File: src/port_a_mux_pkg.sv
// constants for the port a pin function multiplexer
// assumes a single 250 mhz clock and a synchronous active-high reset
package port_a_mux_pkg;
  localparam int          PIN_COUNT     = 8;
  localparam int          PIN_DAC       = 2;
  localparam int          PIN_CCP       = 4;
  localparam int          PIN_SR        = 5;
  localparam int          PIN_OSC_OUT   = 6;
  localparam int          PIN_OSC_IN    = 7;
  localparam logic [7:0]  ANALOG_CAPABLE = 8'h2F;
  localparam logic [7:0]  DIR_RESET     = 8'hFF;
  localparam logic [7:0]  LATCH_RESET   = 8'h00;
  localparam int          CLK_DIV_RATIO = 4;
  localparam logic [1:0]  CLK_DIV_LAST  = 2'(CLK_DIV_RATIO - 1);
  localparam logic [1:0]  CLK_DIV_HALF  = 2'(CLK_DIV_RATIO / 2);
  // oscillator mode selection
  typedef enum logic [1:0] {
    OSC_INTERNAL,
    OSC_RC,
    OSC_CRYSTAL,
    OSC_EXT_CLOCK
  } osc_mode_t;
endpackage : port_a_mux_pkg

File: src/port_a_pin_function_mux.sv
// port a pin function multiplexer: latch, digital input, analog routing, peripheral outputs
// assumes peripheral outputs and configuration come from logic on sys_clk_in; pin inputs are asynchronous
// Function
// - direction 0 and analog 0: pin driven from its output latch bit
// - direction 1, analog 0: pin read via input buffer; analog disables it
// - analog functions on pins 0,1,2,3,5 routed only when direction and analog are 1
// - pin 2 dac output needs analog 1, disables latch drive and digital input
// - pin 4 has no analog select, schmitt input, powers up as input
// - pin 4 capture_compare_pwm_unit_5 output overrides latch; as input it feeds capture 5
// - pin 4 sr latch true output beats capture_compare_pwm_unit_5 output when enabled, direction 0
// - pin 4 input with direction 1 drives timer 0 external clock
// - pin 5 offers comparator 2 and inverted sr outputs; input feeds slave select
// - pin 6 is port i/o only in internal oscillator mode without clock output
// - rc mode: pin 6 outputs quarter-rate clock, direction bit ignored
// - pin 7 port i/o disabled in external oscillator modes; carries clock input
// - pin 7 schmitt buffer in rc mode, cmos otherwise; clock input passed on only in external oscillator modes
// - several enabled outputs: fixed per-pin priority picks the driver
// - analog inputs skip output priority; digital outputs may drive analog pins
//
// The address-and-strobe port and the register addresses were chosen for this implementation.
`timescale 1ns/1ns
`default_nettype none
module port_a_pin_function_mux (
  input  wire logic                     sys_clk_in,
  input  wire logic                     reset_in,
  input  wire logic [2:0]               reg_addr_in,
  input  wire logic [7:0]               reg_wdata_in,
  input  wire logic                     reg_write_in,
  input  wire logic                     reg_read_in,
  output logic      [7:0]               reg_rdata_out,
  input  wire logic [7:0]               pin_level_in,
  output logic      [7:0]               pin_drive_out,
  output logic      [7:0]               pin_oe_out,
  output logic      [7:0]               analog_route_out,
  input  wire logic                     capture_compare_pwm_unit_5_out_in,
  input  wire logic                     capture_compare_pwm_unit_5_out_en_in,
  output logic                          capture_compare_pwm_unit_5_capture_out,
  input  wire logic                     sr_latch_true_out_in,
  input  wire logic                     sr_latch_true_en_in,
  input  wire logic                     sr_latch_inverted_out_in,
  input  wire logic                     sr_latch_inverted_en_in,
  input  wire logic                     comparator_one_output_in,
  input  wire logic                     comparator_one_en_in,
  input  wire logic                     comparator_two_output_in,
  input  wire logic                     comparator_two_en_in,
  input  wire logic                     dac_reference_output_en_in,
  output logic                          timer_zero_ext_clock_out,
  output logic                          serial_port_one_slave_select_out,
  output logic                          external_clock_input_out,
  output logic                          osc_in_schmitt_out,
  output logic                          quarter_rate_clock_out
);

  // register map: 0 latch, 1 direction, 2 analog select, 3 mode, 4 pin read
  localparam logic [2:0] ADDR_LATCH  = 3'h0;
  localparam logic [2:0] ADDR_DIR    = 3'h1;
  localparam logic [2:0] ADDR_ANALOG_SELECT_BIT  = 3'h2;
  localparam logic [2:0] ADDR_MODE   = 3'h3;
  localparam logic [2:0] ADDR_READ   = 3'h4;

  logic [7:0] port_output_latch_r;
  logic [7:0] direction_bit_r;
  logic [7:0] analog_select_bit_r;
  port_a_mux_pkg::osc_mode_t osc_mode_r;
  logic       clock_output_function_r;
  logic [7:0] pin_sync1_r;
  logic [7:0] pin_sync2_r;
  logic [1:0] div_cnt_r;
  logic       quarter_clk_r;
  logic [7:0] port_pin_read;
  logic [7:0] dig_in_en;
  logic [7:0] analog_select_bit_eff;
  logic [7:0] drive_nxt;
  logic [7:0] oe_nxt;
  logic       osc_int;
  logic       osc_rc;
  logic       osc_ext;
  logic       pin6_port;
  logic       dac_on;

  // latch keeps its value whatever the pin direction or analog mode
  always_ff @(posedge sys_clk_in) begin
    if (reset_in) begin
      port_output_latch_r <= port_a_mux_pkg::LATCH_RESET;
    end else if (reg_write_in && reg_addr_in == ADDR_LATCH) begin
      port_output_latch_r <= reg_wdata_in;
    end
  end

  // all pins come up as inputs so nothing drives the board before software
  always_ff @(posedge sys_clk_in) begin
    if (reset_in) begin
      direction_bit_r <= port_a_mux_pkg::DIR_RESET;
    end else if (reg_write_in && reg_addr_in == ADDR_DIR) begin
      direction_bit_r <= reg_wdata_in;
    end
  end

  // pins without analog capability keep the select bit at zero
  always_ff @(posedge sys_clk_in) begin
    if (reset_in) begin
      analog_select_bit_r <= port_a_mux_pkg::ANALOG_CAPABLE;
    end else if (reg_write_in && reg_addr_in == ADDR_ANALOG_SELECT_BIT) begin
      analog_select_bit_r <= reg_wdata_in & port_a_mux_pkg::ANALOG_CAPABLE;
    end
  end

  // mode and clock-output bits share one register address
  always_ff @(posedge sys_clk_in) begin
    if (reset_in) begin
      osc_mode_r <= port_a_mux_pkg::OSC_INTERNAL;
    end else if (reg_write_in && reg_addr_in == ADDR_MODE) begin
      osc_mode_r <= port_a_mux_pkg::osc_mode_t'(reg_wdata_in[1:0]);
    end
  end

  always_ff @(posedge sys_clk_in) begin
    if (reset_in) begin
      clock_output_function_r <= 1'b0;
    end else if (reg_write_in && reg_addr_in == ADDR_MODE) begin
      clock_output_function_r <= reg_wdata_in[2];
    end
  end

  // two-stage synchroniser for asynchronous pin levels
  always_ff @(posedge sys_clk_in) begin
    if (reset_in) begin
      pin_sync1_r <= 8'h00;
      pin_sync2_r <= 8'h00;
    end else begin
      pin_sync1_r <= pin_level_in;
      pin_sync2_r <= pin_sync1_r;
    end
  end

  // read data stands until the next read strobe
  always_ff @(posedge sys_clk_in) begin
    if (reset_in) begin
      reg_rdata_out <= 8'h00;
    end else if (reg_read_in) begin
      case (reg_addr_in)
        ADDR_LATCH: reg_rdata_out <= port_output_latch_r;
        ADDR_DIR:   reg_rdata_out <= direction_bit_r;
        ADDR_ANALOG_SELECT_BIT: reg_rdata_out <= analog_select_bit_r;
        ADDR_MODE:  reg_rdata_out <= {5'h00, clock_output_function_r, osc_mode_r};
        ADDR_READ:  reg_rdata_out <= port_pin_read;
        default:    reg_rdata_out <= 8'h00;
      endcase
    end
  end

  // rc oscillator instruction-rate clock, derived from the system clock
  // since the oscillator input itself is not a clock domain here
  always_ff @(posedge sys_clk_in) begin
    if (reset_in) begin
      div_cnt_r <= 2'h0;
    end else begin
      div_cnt_r <= (div_cnt_r == port_a_mux_pkg::CLK_DIV_LAST) ? 2'h0 : div_cnt_r + 2'h1;
    end
  end

  // high for the first half of each count: two cycles up, two down
  always_ff @(posedge sys_clk_in) begin
    if (reset_in) begin
      quarter_clk_r <= 1'b0;
    end else begin
      quarter_clk_r <= (div_cnt_r < port_a_mux_pkg::CLK_DIV_HALF);
    end
  end

  // rc counts as external: pin 7 then carries the rc network
  always_comb begin
    osc_int   = (osc_mode_r == port_a_mux_pkg::OSC_INTERNAL);
    osc_rc    = (osc_mode_r == port_a_mux_pkg::OSC_RC);
    osc_ext   = !osc_int;
    pin6_port = osc_int && !clock_output_function_r;
    dac_on    = dac_reference_output_en_in && analog_select_bit_r[port_a_mux_pkg::PIN_DAC];
    analog_select_bit_eff = analog_select_bit_r & port_a_mux_pkg::ANALOG_CAPABLE;
  end

  always_comb begin
    dig_in_en = ~analog_select_bit_eff;
    if (dac_on) begin
      dig_in_en[port_a_mux_pkg::PIN_DAC] = 1'b0;
    end
    // oscillator pads must not leak clock swing into the read path
    dig_in_en[port_a_mux_pkg::PIN_OSC_OUT] = pin6_port;
    dig_in_en[port_a_mux_pkg::PIN_OSC_IN]  = !osc_ext;
    port_pin_read = pin_sync2_r & dig_in_en;
  end

  // latch drive is independent of analog select, then peripherals override
  always_comb begin
    drive_nxt = port_output_latch_r;
    oe_nxt    = ~direction_bit_r;
    if (dac_on) begin
      oe_nxt[port_a_mux_pkg::PIN_DAC] = 1'b0;
    end
    // pin 4 priority: sr true, comparator 1, capture_compare_pwm_unit_5, latch
    if (!direction_bit_r[port_a_mux_pkg::PIN_CCP]) begin
      if (sr_latch_true_en_in) begin
        drive_nxt[port_a_mux_pkg::PIN_CCP] = sr_latch_true_out_in;
      end else if (comparator_one_en_in) begin
        drive_nxt[port_a_mux_pkg::PIN_CCP] = comparator_one_output_in;
      end else if (capture_compare_pwm_unit_5_out_en_in) begin
        drive_nxt[port_a_mux_pkg::PIN_CCP] = capture_compare_pwm_unit_5_out_in;
      end
    end
    // pin 5 priority: sr inverted, comparator 2, latch
    if (!direction_bit_r[port_a_mux_pkg::PIN_SR]) begin
      if (sr_latch_inverted_en_in) begin
        drive_nxt[port_a_mux_pkg::PIN_SR] = sr_latch_inverted_out_in;
      end else if (comparator_two_en_in) begin
        drive_nxt[port_a_mux_pkg::PIN_SR] = comparator_two_output_in;
      end
    end
    // pin 6: quarter-rate clock ignores direction; other modes release the pin unless it is port i/o
    if (osc_rc) begin
      drive_nxt[port_a_mux_pkg::PIN_OSC_OUT] = quarter_clk_r;
      oe_nxt[port_a_mux_pkg::PIN_OSC_OUT]    = 1'b1;
    end else if (!pin6_port) begin
      oe_nxt[port_a_mux_pkg::PIN_OSC_OUT]    = 1'b0;
    end
    if (osc_ext) begin
      oe_nxt[port_a_mux_pkg::PIN_OSC_IN] = 1'b0;
    end
  end

  // outputs registered so a peripheral glitch never reaches a pad
  always_ff @(posedge sys_clk_in) begin
    if (reset_in) begin
      pin_drive_out <= 8'h00;
    end else begin
      pin_drive_out <= drive_nxt;
    end
  end

  always_ff @(posedge sys_clk_in) begin
    if (reset_in) begin
      pin_oe_out <= 8'h00;
    end else begin
      pin_oe_out <= oe_nxt;
    end
  end

  // analog paths open only on capable pins set as inputs
  always_ff @(posedge sys_clk_in) begin
    if (reset_in) begin
      analog_route_out <= 8'h00;
    end else begin
      analog_route_out <= direction_bit_r & analog_select_bit_eff;
    end
  end

  // capture and timer clock share the one synchronised pin 4 level
  always_ff @(posedge sys_clk_in) begin
    if (reset_in) begin
      capture_compare_pwm_unit_5_capture_out <= 1'b0;
    end else begin
      capture_compare_pwm_unit_5_capture_out <= direction_bit_r[port_a_mux_pkg::PIN_CCP] &
                          pin_sync2_r[port_a_mux_pkg::PIN_CCP];
    end
  end

  always_ff @(posedge sys_clk_in) begin
    if (reset_in) begin
      timer_zero_ext_clock_out <= 1'b0;
    end else begin
      timer_zero_ext_clock_out <= direction_bit_r[port_a_mux_pkg::PIN_CCP] &
                                  pin_sync2_r[port_a_mux_pkg::PIN_CCP];
    end
  end

  // slave select takes the gated read, so analog mode holds it low
  always_ff @(posedge sys_clk_in) begin
    if (reset_in) begin
      serial_port_one_slave_select_out <= 1'b0;
    end else begin
      serial_port_one_slave_select_out <= direction_bit_r[port_a_mux_pkg::PIN_SR] &
                                          port_pin_read[port_a_mux_pkg::PIN_SR];
    end
  end

  // only passed on while the pin 7 pad belongs to the oscillator
  always_ff @(posedge sys_clk_in) begin
    if (reset_in) begin
      external_clock_input_out <= 1'b0;
    end else begin
      external_clock_input_out <= osc_ext & pin_sync2_r[port_a_mux_pkg::PIN_OSC_IN];
    end
  end

  always_ff @(posedge sys_clk_in) begin
    if (reset_in) begin
      osc_in_schmitt_out <= 1'b0;
    end else begin
      osc_in_schmitt_out <= osc_rc;
    end
  end

  assign quarter_rate_clock_out = quarter_clk_r;

endmodule : port_a_pin_function_mux
`default_nettype wire

File: config.mk
export PLATFORM = sky130hd
export DESIGN_NAME = port_a_pin_function_mux
export DESIGN_NICKNAME = d
export VERILOG_FILES = /design/src/port_a_mux_pkg.sv /design/src/port_a_pin_function_mux.sv
export SDC_FILE = /design/constraint.sdc
export NUM_CORES = 1
export LEC_CHECK = 0
export ABC_AREA = 1
export BUFFER_PORTS_ARGS = -buffer_cell sky130_fd_sc_hd__buf_2
export CAP_MARGIN = 20
export CELL_PAD_IN_SITES_DETAIL_PLACEMENT = 0
export CELL_PAD_IN_SITES_GLOBAL_PLACEMENT = 1
export CORE_ASPECT_RATIO = 0.7
export CORE_UTILIZATION = 38
export CTS_CLUSTER_SIZE = 30
export DETAILED_ROUTE_END_ITERATION = 8
export PLACE_DENSITY = 0.77
export SYNTH_ARGS = -nofsm -noshare
export SYNTH_HDL_FRONTEND = slang
export SYNTH_SLANG_ARGS = --single-unit
File: constraint.sdc
create_clock -name sys_clk_in -period 1.15 [get_ports sys_clk_in]
set_input_delay 0.115 -clock sys_clk_in [delete_from_list [all_inputs] [get_ports sys_clk_in]]
set_output_delay 0.115 -clock sys_clk_in [all_outputs]
set_load 0.01 [all_outputs]
==> results of run 1 <==
[state kept, by name (all words and copies together) (netlist names)]
| register | cells |
|---|---|
| direction_bit_r | 8 |
| pin_drive_out | 8 |
| pin_oe_out | 8 |
| pin_sync1_r | 8 |
| pin_sync2_r | 8 |
| port_output_latch_r | 8 |
| reg_rdata_out | 8 |
| analog_route_out | 5 |
| analog_select_bit_r | 5 |
| div_cnt_r | 2 |
| osc_mode_r | 2 |
| clock_output_function_r | 1 |
| external_clock_input_out | 1 |
| osc_in_schmitt_out | 1 |
| quarter_rate_clock_out | 1 |
| serial_port_one_slave_select_out | 1 |
| timer_zero_ext_clock_out | 1 |
[worst min-delay path: cells and delay by family]
family / cells / cell delay (ns)
buf+inv: 1 / 0.09
compound gates: 1 / 0.08
simple gates: 1 / 0.04
[cell type report]
class | instances | share of cell area
Multi-Input combinational cell | 215 | 0.2979
Sequential cell | 76 | 0.4193
Clock buffer | 9 | 0.03414
Clock inverter | 7 | 0.02517
Tap cell | 98 | 0.03379
Timing Repair Buffer | 83 | 0.1400
Inverter | 46 | 0.04966
[repair_timing]
item	in CTS	in global routing
resized for setup	0	2
endpoints found under the hold margin	11	1
hold buffers	11	1
setup endpoints to repair	0	1
[worst paths after layout]
path	slack [ns]	cells after the start	from	end
hold / removal	0.02	3	sr_latch_inverted_en_in	pin_drive_out[5]
setup reg to reg	0.16	7	osc_mode_r[0]	reg_rdata_out[6]
setup / recovery	0.16	7	osc_mode_r[0]	reg_rdata_out[6]
hold reg to reg	0.40	2	pin_sync1_r[0]	pin_sync2_r[0]
[routing by layer]
metal,up-vias,global-route usage,wire length (um)
met5,-,0,0
met4,0,0.05401,62
met3,11,0.07100,382
met2,66,0.2738,2712
met1,1076,0.2073,2984
li1,1259,-,-
[placed cells by master (no fill, tap or decap), drive strengths merged, types with 5 or more instances in the layout]
| cell type | n |
|---|---|
| dfxtp | 76 |
| nand2 | 74 |
| buf | 71 |
| nor2 | 55 |
| inv | 46 |
| nand3 | 22 |
| a21oi | 20 |
| o21ai | 20 |
| dlygate4sd3 | 12 |
| clkbuf | 9 |
| o211ai | 7 |
| nand4 | 5 |
[per-stage QoR]
| stage | instances | area (um^2) | setup TNS [ns] |
|---|---|---|---|
| 5_1_grt | 534 | 3628 | 0 |
| 3_3_place_gp | 506 | 3288 | -0.3999 |
| 2_1_floorplan | 353 | 2879 | 0 |
| 4_1_cts | 533 | 3613 | 0 |
| 6_report | 534 | 3628 | 0 |
| 3_5_place_dp | 506 | 3288 | -0.2639 |
[logic make-up after synthesis]
| group | share of synthesized area |
|---|---|
| buffers and inverters | 0.09804 |
| DFF | 0.5298 |
| AOI/OAI and AO/OA | 0.09935 |
| and+or+nand+nor | 0.2636 |
| adders and majority gates | 0.004357 |
| muxes | 0.003486 |
| other | 0.001306 |
[power by group]
part	internal [mW]	leakage, nW	switching, mW
sequential	2.74	0.622	0.0503
combinational	0.212	1.04	0.299
clock	1.21	0.109	0.949
==> results.sh, run 1 <==
export IMPL_avgSynthCellArea_um2=8.181
export IMPL_rows=26
export IMPL_worstPathCellList="inv_1 -> nand2_2 -> nor2_2 -> nand3_1 -> nand3_1 -> nand2_1 -> a21oi_1"
export IMPL_crit_top_cell="nand3_1"
export IMPL_power_mw=5.463
export IMPL_totalWireLength_um=6141
export IMPL_synth_area_leaders="dfxtp_1, nand2_1, nor2_1, inv_1, nand3_1"
export IMPL_rsz0062_at_grt="no"
export IMPL_fin_hold_ws_ns=0.01832
export IMPL_crit_buf_inv=1
export IMPL_ys_seq_area_frac=0.5298
export IMPL_ir_drop_mv=0.7560
export IMPL_synth_distinct_cells=31
export IMPL_synth_largest_area_cell="dfxtp_1"
export IMPL_grt_max_degree=47
export IMPL_grt_pass1_vias=2174
export IMPL_critical_path_peak_fanout=4
export IMPL_dieArea_mm2=0.007914
export IMPL_cp_slowest_stage_delay_ns=0.30
export IMPL_drt_iter0_drc=78
export IMPL_crit_required_ns=1.44
export IMPL_vias_per_cell=4.517
export IMPL_cts_buffers=9
export IMPL_start_kind="flip-flop"
export IMPL_netlist_area_mm2=0.002872
export IMPL_crit_type="reg -> reg"
export IMPL_antenna_found_initial=0
export IMPL_p_leak_nw=1.774
export IMPL_die_x_um=105.9
export IMPL_place_gp_congestion=0.8516
export IMPL_finalSetupViolations=0
export IMPL_n_antenna_cell=0
export IMPL_regArea_mm2=0.001521
export IMPL_async_flop_share=0
export IMPL_outcome="complete, no violations"
export IMPL_clock_skew_ns=0.004114
export IMPL_setup_ws_ns=0.1596
export IMPL_portBuffers=68
export IMPL_grt_ovfl_total=0
export IMPL_place_ws_ns=-0.05489
export IMPL_fillers=746
export IMPL_num_vias=2412
export IMPL_clock_latency_ns=0.35
export IMPL_clock_root_buffer="clkbuf_8"
export IMPL_cts_tree="done"
export IMPL_yosys_warnings=0
export IMPL_timing_fmax_ghz=1.010
export IMPL_first_pass_iters=4
export IMPL_yosysMostFrequentCell="dfxtp_1"
export IMPL_synth_top_flop_cell="dfxtp_1"
export IMPL_cts_max_path_buffers=2
export IMPL_area_growth_pct=26.36
export IMPL_final_min_clock_period_ns=0.9904
export IMPL_slew_violations=0
export IMPL_post_dp_hpwl_um=4441
export IMPL_htree_levels=3
export IMPL_syn_instance_count=351
export IMPL_hold_path_class="in -> reg"
export IMPL_synth_edf_count=0
export IMPL_fin_nets=466
export IMPL_drive_gt1_frac=0.2615
export IMPL_period_share=0.8612
export IMPL_slowest_stage="dfxtp_1"
export IMPL_wl_per_cell_um=11.50
export IMPL_dieHeight_um=74.73
export IMPL_initial_core_util=0.3923
export IMPL_post_route_util=0.4957
export IMPL_worst_ep_arrival_time_ns=1.28
export IMPL_clkTransAtPathRegs_ns=0.08
export IMPL_multiInputGateArea_mm2=0.001081
export IMPL_drc=0
export IMPL_clock_sinks=76
export IMPL_cap_viol_max_count=0
export IMPL_grt_pass1_wl_um=10110
export IMPL_finalHoldViolCount=0
export IMPL_crit_family="simple AND/OR/NAND/NOR gates"
export IMPL_end_kind="flip-flop"
export IMPL_ys_seq_elements=76
export IMPL_power_density_mw_per_mm2=1506
export IMPL_post_cts_setup_buffer_count=0
export IMPL_pin_count=72
export IMPL_track_usage=0.1689
export IMPL_core_area_mm2=0.007320
export IMPL_ant_nets=0
export IMPL_synthTopCellsByCount="dfxtp_1, nand2_1, nor2_1"
export IMPL_synth_top_cell_area_share=0.5298
(Power assumes the default switching activity.)
==> inputs of run 2 (changes only) <==
ABC_AREA = unset   (was 1)
CORE_UTILIZATION = 39   (was 38)
==> results.sh, run 2 <==
export IMPL_grt_pass1_wl_um=10780
export IMPL_post_route_util=0.5524
export IMPL_synth_area_leaders="dfxtp_1, nor2b_1, mux2i_1, nor2_1, a211o_1"
export IMPL_first_pass_iters=5
export IMPL_final_common_cell="dfxtp_1"
export IMPL_synth_edf_count=0
export IMPL_die_x_um=104.4
export IMPL_hold_path_class="in -> reg"
export IMPL_synth_compound_area_frac=0.1180
export IMPL_clock_skew_ns=0.008629
export IMPL_ys_seq_area_frac=0.5312
export IMPL_cts_buffers=9
export IMPL_p_switching_mw=1.306
export IMPL_p_int_mw=4.452
export IMPL_initial_core_util=0.4143
export IMPL_ir_drop_mv=0.6405
export IMPL_synthTopCellsByCount="dfxtp_1, nor2_1, nor2b_1"
export IMPL_rows=25
export IMPL_synth_top_family_by_area="simple AND/OR/NAND/NOR gates"
export IMPL_place_gp_congestion=0.8054
export IMPL_synth_distinct_cells=40
export IMPL_finalHoldViolCount=0
export IMPL_antenna_found_initial=0
export IMPL_track_usage=0.1882
export IMPL_drc=0
export IMPL_end_kind="flip-flop"
export IMPL_grt_max_degree=34
export IMPL_fin_tns_setup_ns=0
export IMPL_n_antenna_cell=0
export IMPL_area_growth_pct=33.33
export IMPL_slew_violations=0
export IMPL_async_flop_share=0
export IMPL_synth_xor_area_frac=0
export IMPL_synth_top_cell_area_share=0.5312
export IMPL_ys_seq_elements=76
export IMPL_finalSetupViolations=0
export IMPL_worstPathCellList="mux2_2 -> a32o_1 -> o21ai_1 -> a21oi_1"
export IMPL_crit_type="reg -> reg"
export IMPL_yosysMostFrequentCell="dfxtp_1"
export IMPL_max_slew_worst_pin_slew_ns=0.5197
export IMPL_clock_latency_ns=0.35
export IMPL_totalWireLength_um=6679
export IMPL_cts_max_path_buffers=2
export IMPL_drive_gt1_frac=0.3133
export IMPL_synth_fa_ha_area_frac=0.004369
export IMPL_final_min_clock_period_ns=1.126
export IMPL_synth_simple_area_share=0.2346
export IMPL_portBuffers=68
export IMPL_timing_fmax_ghz=0.8881
export IMPL_cap_viol_max_count=0
export IMPL_post_dp_hpwl_um=4812
export IMPL_num_vias=2301
export IMPL_period_share=0.9791
export IMPL_post_cts_setup_buffer_count=0
export IMPL_start_kind="flip-flop"
export IMPL_clkTransAtPathRegs_ns=0.08
export IMPL_wl_per_cell_um=13.55
export IMPL_core_area_mm2=0.006913
export IMPL_critical_path_peak_fanout=2
export IMPL_grt_ovfl_total=0
export IMPL_rsz0062_at_grt="yes"
export IMPL_worst_ep_arrival_time_ns=1.36
export IMPL_clock_sinks=76
export IMPL_final_cell_mix="dfxtp_1, buf_2, nor2b_1, nor2_1, buf_4"
export IMPL_fin_nets=429
export IMPL_grt_pass1_vias=2176
export IMPL_seqPwrFrac=0.483
export IMPL_synth_top_flop_cell="dfxtp_1"
export IMPL_synth_largest_area_cell="dfxtp_1"
export IMPL_crit_family="compound AO/OA/AOI/OAI gates"
export IMPL_crit_buf_inv=0
export IMPL_htree_levels=3
export IMPL_p_clk_frac=0.424
export IMPL_drt_iter0_drc=118
export IMPL_dieArea_mm2=0.007696
export IMPL_avgSynthCellArea_um2=9.808
export IMPL_cts_tree="done"
export IMPL_pwr_share_comb=0.093
export IMPL_slowest_stage="dfxtp_2"
export IMPL_syn_instance_count=292
export IMPL_power_density_mw_per_mm2=1508
export IMPL_dieHeight_um=73.70
export IMPL_outcome="complete, no violations"
export IMPL_crit_required_ns=1.39
export IMPL_pin_count=72
export IMPL_vias_per_cell=4.667
export IMPL_fillers=638
export IMPL_p_leak_nw=1.720
export IMPL_dp_cells=464
export IMPL_synth_area_mux_share=0.04980
export IMPL_yosys_warnings=0
export IMPL_p_sw_frac=0.2268
export IMPL_ant_nets=0
export IMPL_relSlewSlack=0.6535
export IMPL_stdcell_count=493
export IMPL_netlist_area_mm2=0.002864
export IMPL_cp_slowest_stage_delay_ns=0.34
export IMPL_clock_root_buffer="clkbuf_8"
## run 2: timing repair
action,CTS,global route
setup endpoints to repair,3,5
pin swaps,0,7
endpoints found under the hold margin,13,0
hold buffers,13,0
gates resized for setup,3,5
## run 2: metal layers
layer / vias to the layer above / global-route usage / share of wire
li1: 1183 / - / -
met1: 1028 / 0.2636 / 0.51
met2: 82 / 0.2605 / 0.39
met3: 8 / 0.07187 / 0.086
met4: 0 / 0.06667 / 0.013
met5: - / 0 / 0
## run 2: worst paths after layout
kind	startpoint	to	slack [ns]	cells after the start
worst min-delay path	reg_wdata_in[3]	direction_bit_r[3]	0.01	2
worst max register to register	port_output_latch_r[0]	reg_rdata_out[0]	0.02	4
worst min register to register	div_cnt_r[1]	quarter_rate_clock_out	0.43	1
worst max-delay path	port_output_latch_r[0]	reg_rdata_out[0]	0.02	4
## run 2: kinds of logic after synthesis
logic type,count (synthesis)
adder cells (fa/ha/maj),1
buffers and inverters,29
other,1
flip-flops,76
multiplexers,14
AO/OA/AOI/OAI,49
AND/OR/NAND/NOR,122
## run 2: worst register-to-register path, delay by kind of cell, from the launching register on
kind	cells	cell delay, ns
AOI/OAI and AO/OA	3	0.41
muxes	1	0.26
DFF	1	0.34
## run 2: layout make-up
cell class	count	area, um^2	share of cell area
clock buffer	10	127.6	0.03342
clock inverter	6	111.4	0.02916
inverter	8	30.03	0.007864
multi-input combinational	189	1207	0.3162
sequential	76	1524	0.3991
tap	94	117.6	0.03080
timing repair buffer	110	700.7	0.1835
## run 2: power groups by stage
stage	sequential [mW]	clock, mW	combinational (mW)
finish	2.78	2.44	0.537
global route	2.79	2.59	0.593
CTS	2.78	2.47	0.532
detailed placement	2.84	0	0.491
global placement	2.84	0	0.482
floorplan	2.85	0	0.277
## run 2: metrics by stage
stage,power (mW),hold WS [ns],setup WS [ns],cell area [um^2]
after floorplan,3.125,0.2161,0.02926,2875
after global placement,3.323,0.3234,-0.1490,3416
after detailed placement,3.334,0.3267,-0.1912,3416
after CTS,5.785,0.002023,0.002978,3794
after global routing,5.978,0.007499,-0.02245,3819
final,5.757,0.01311,0.02402,3819
==> inputs of run 3 (changes only) <==
CORE_UTILIZATION = 36   (was 39)
PLACE_DENSITY = 0.73   (was 0.77)
clock period = 0.9 ns   (was 1.15 ns; I/O delays follow)
==> results.sh, run 3 (synthesis gave the netlist of run 2 again) <==
export IMPL_cts_buffers=9
export IMPL_cts_tree="done"
export IMPL_clock_skew_ns=0.007414
export IMPL_hold_path_class="in -> reg"
export IMPL_rows=26
export IMPL_min_delay_path_depth=2
export IMPL_clock_root_buffer="clkbuf_16"
export IMPL_dieArea_mm2=0.008322
export IMPL_cts_max_path_buffers=2
export IMPL_dieHeight_um=76.63
export IMPL_initial_core_util=0.3828
export IMPL_finalInstanceArea_mm2=0.004390
export IMPL_r2r_start="direction_bit_r[0]"
export IMPL_worstPathCellList="mux2_2 -> a32o_2 -> o21ai_2 -> a21oi_1"
export IMPL_start_kind="flip-flop"
export IMPL_die_x_um=108.6
export IMPL_grt_pass1_wl_um=11410
export IMPL_ant_nets=0
export IMPL_finalSetupViolations=11
export IMPL_clock_sinks=76
export IMPL_worstHoldStart="pin_level_in[3]"
export IMPL_regToRegSetupSlack_ns=-0.23
export IMPL_rsz0062_at_grt="yes"
export IMPL_post_dp_hpwl_um=5013
export IMPL_r2r_end="reg_rdata_out[0]"
export IMPL_final_min_clock_period_ns=1.135
export IMPL_power_mw=8.493
export IMPL_placed_area_mm2=0.003628
export IMPL_antenna_found_initial=0
export IMPL_first_pass_iters=4
export IMPL_htree_levels=3
export IMPL_track_usage=0.1845
export IMPL_final_common_cell="buf_2"
export IMPL_crit_type="reg -> reg"
export IMPL_grt_ovfl_total=0
export IMPL_vias_per_cell=4.607
export IMPL_p_leak_nw=1.978
export IMPL_fin_nets=456
export IMPL_n_antenna_cell=0
export IMPL_finalHoldViolCount=0
export IMPL_grt_max_degree=31
export IMPL_place_gp_congestion=0.8108
export IMPL_wl_per_cell_um=13.41
export IMPL_num_vias=2414
export IMPL_ir_drop_mv=1.608
export IMPL_pin_count=72
export IMPL_drc=0
export IMPL_drt_iter0_drc=112
export IMPL_crit_required_ns=1.12
export IMPL_drive_gt1_frac=0.4577
export IMPL_core_area_mm2=0.007482
export IMPL_setup_ws_ns=-0.2346
export IMPL_final_cell_mix="buf_2, dfxtp_1, buf_4, nor2_1, nor2b_1"
export IMPL_outcome="finished, violations left"
export IMPL_fillers=678
export IMPL_slew_violations=0
export IMPL_cap_viol_max_count=0
export IMPL_portBuffers=68
export IMPL_critical_path_peak_fanout=2
export IMPL_slowest_stage="dfxtp_2"
export IMPL_violations="negative setup slack"
export IMPL_fin_tns_setup_ns=-1.161
export IMPL_period_share=1.261
export IMPL_grt_pass1_vias=2355
export IMPL_cp_slowest_stage_delay_ns=0.32
export IMPL_fin_hold_ws_ns=0.02166
export IMPL_area_growth_pct=53.30
export IMPL_worst_ep_arrival_time_ns=1.36
export IMPL_whs_endpoint="pin_sync1_r[3]"
export IMPL_clkTransAtPathRegs_ns=0.06
export IMPL_clock_latency_ns=0.34
export IMPL_end_kind="flip-flop"
export IMPL_power_density_mw_per_mm2=1934
export IMPL_totalWireLength_um=7028
export IMPL_timing_fmax_ghz=0.8813
export IMPL_worstRegToRegCells=4
## run 3: worst max path at each step
stage | from | end | slack, ns | cells after the start
global route | port_output_latch_r[0] | reg_rdata_out[0] | -0.26 | 4
global placement | reg_addr_in[2] | direction_bit_r[5] | -0.39 | 5
finish | direction_bit_r[0] | reg_rdata_out[0] | -0.23 | 4
floorplan | reg_addr_in[2] | direction_bit_r[7] | -0.20 | 7
CTS | port_output_latch_r[0] | reg_rdata_out[0] | -0.24 | 4
detailed placement | reg_addr_in[2] | direction_bit_r[5] | -0.41 | 5
## run 3: where the power goes
part	leakage, nW	switching, mW	internal (mW)
sequential	0.626	0.0660	3.50
combinational	1.20	0.379	0.456
clock	0.155	1.39	2.71
total	1.98	1.83	6.66
## run 3: layout make-up
cell class                 instances  area, um^2  area share
inverter                           8       30.03    0.006840
sequential                        76        1556      0.3545
tap                               98       122.6     0.02793
multi-input combinational        189        1354      0.3084
clock inverter                     6       112.6     0.02565
clock buffer                      10       229.0     0.05215
timing repair buffer             137       985.9      0.2246
## run 3: per-layer routing
metal,track usage,up-vias,share of wire
li1,-,1240,-
met1,0.2585,1111,0.52
met2,0.2532,55,0.41
met3,0.06074,8,0.048
met4,0.08243,0,0.019
met5,0,-,0
## run 3: worst max-delay path: cells and delay by family, from the launching register on
kind               cells  cell delay [ns]
DFF                    1             0.32
AOI/OAI and AO/OA      3             0.44
muxes                  1             0.26
## run 3: stage by stage
step	util	instances	setup slack, ns
detailed placement	0.4850	491	-0.4117
floorplan	-	294	-0.1957
global route	0.5868	524	-0.2636
finish	0.5868	524	-0.2346
CTS	0.5661	520	-0.2407
global placement	0.4850	491	-0.3941
## run 3: timing repair
item,4_1_cts,5_1_grt
hold buffers,13,0
endpoints found under the setup margin,20,42
gates resized for setup,35,33
setup buffers,0,5
pin swaps,7,11
hold endpoints to repair,16,0
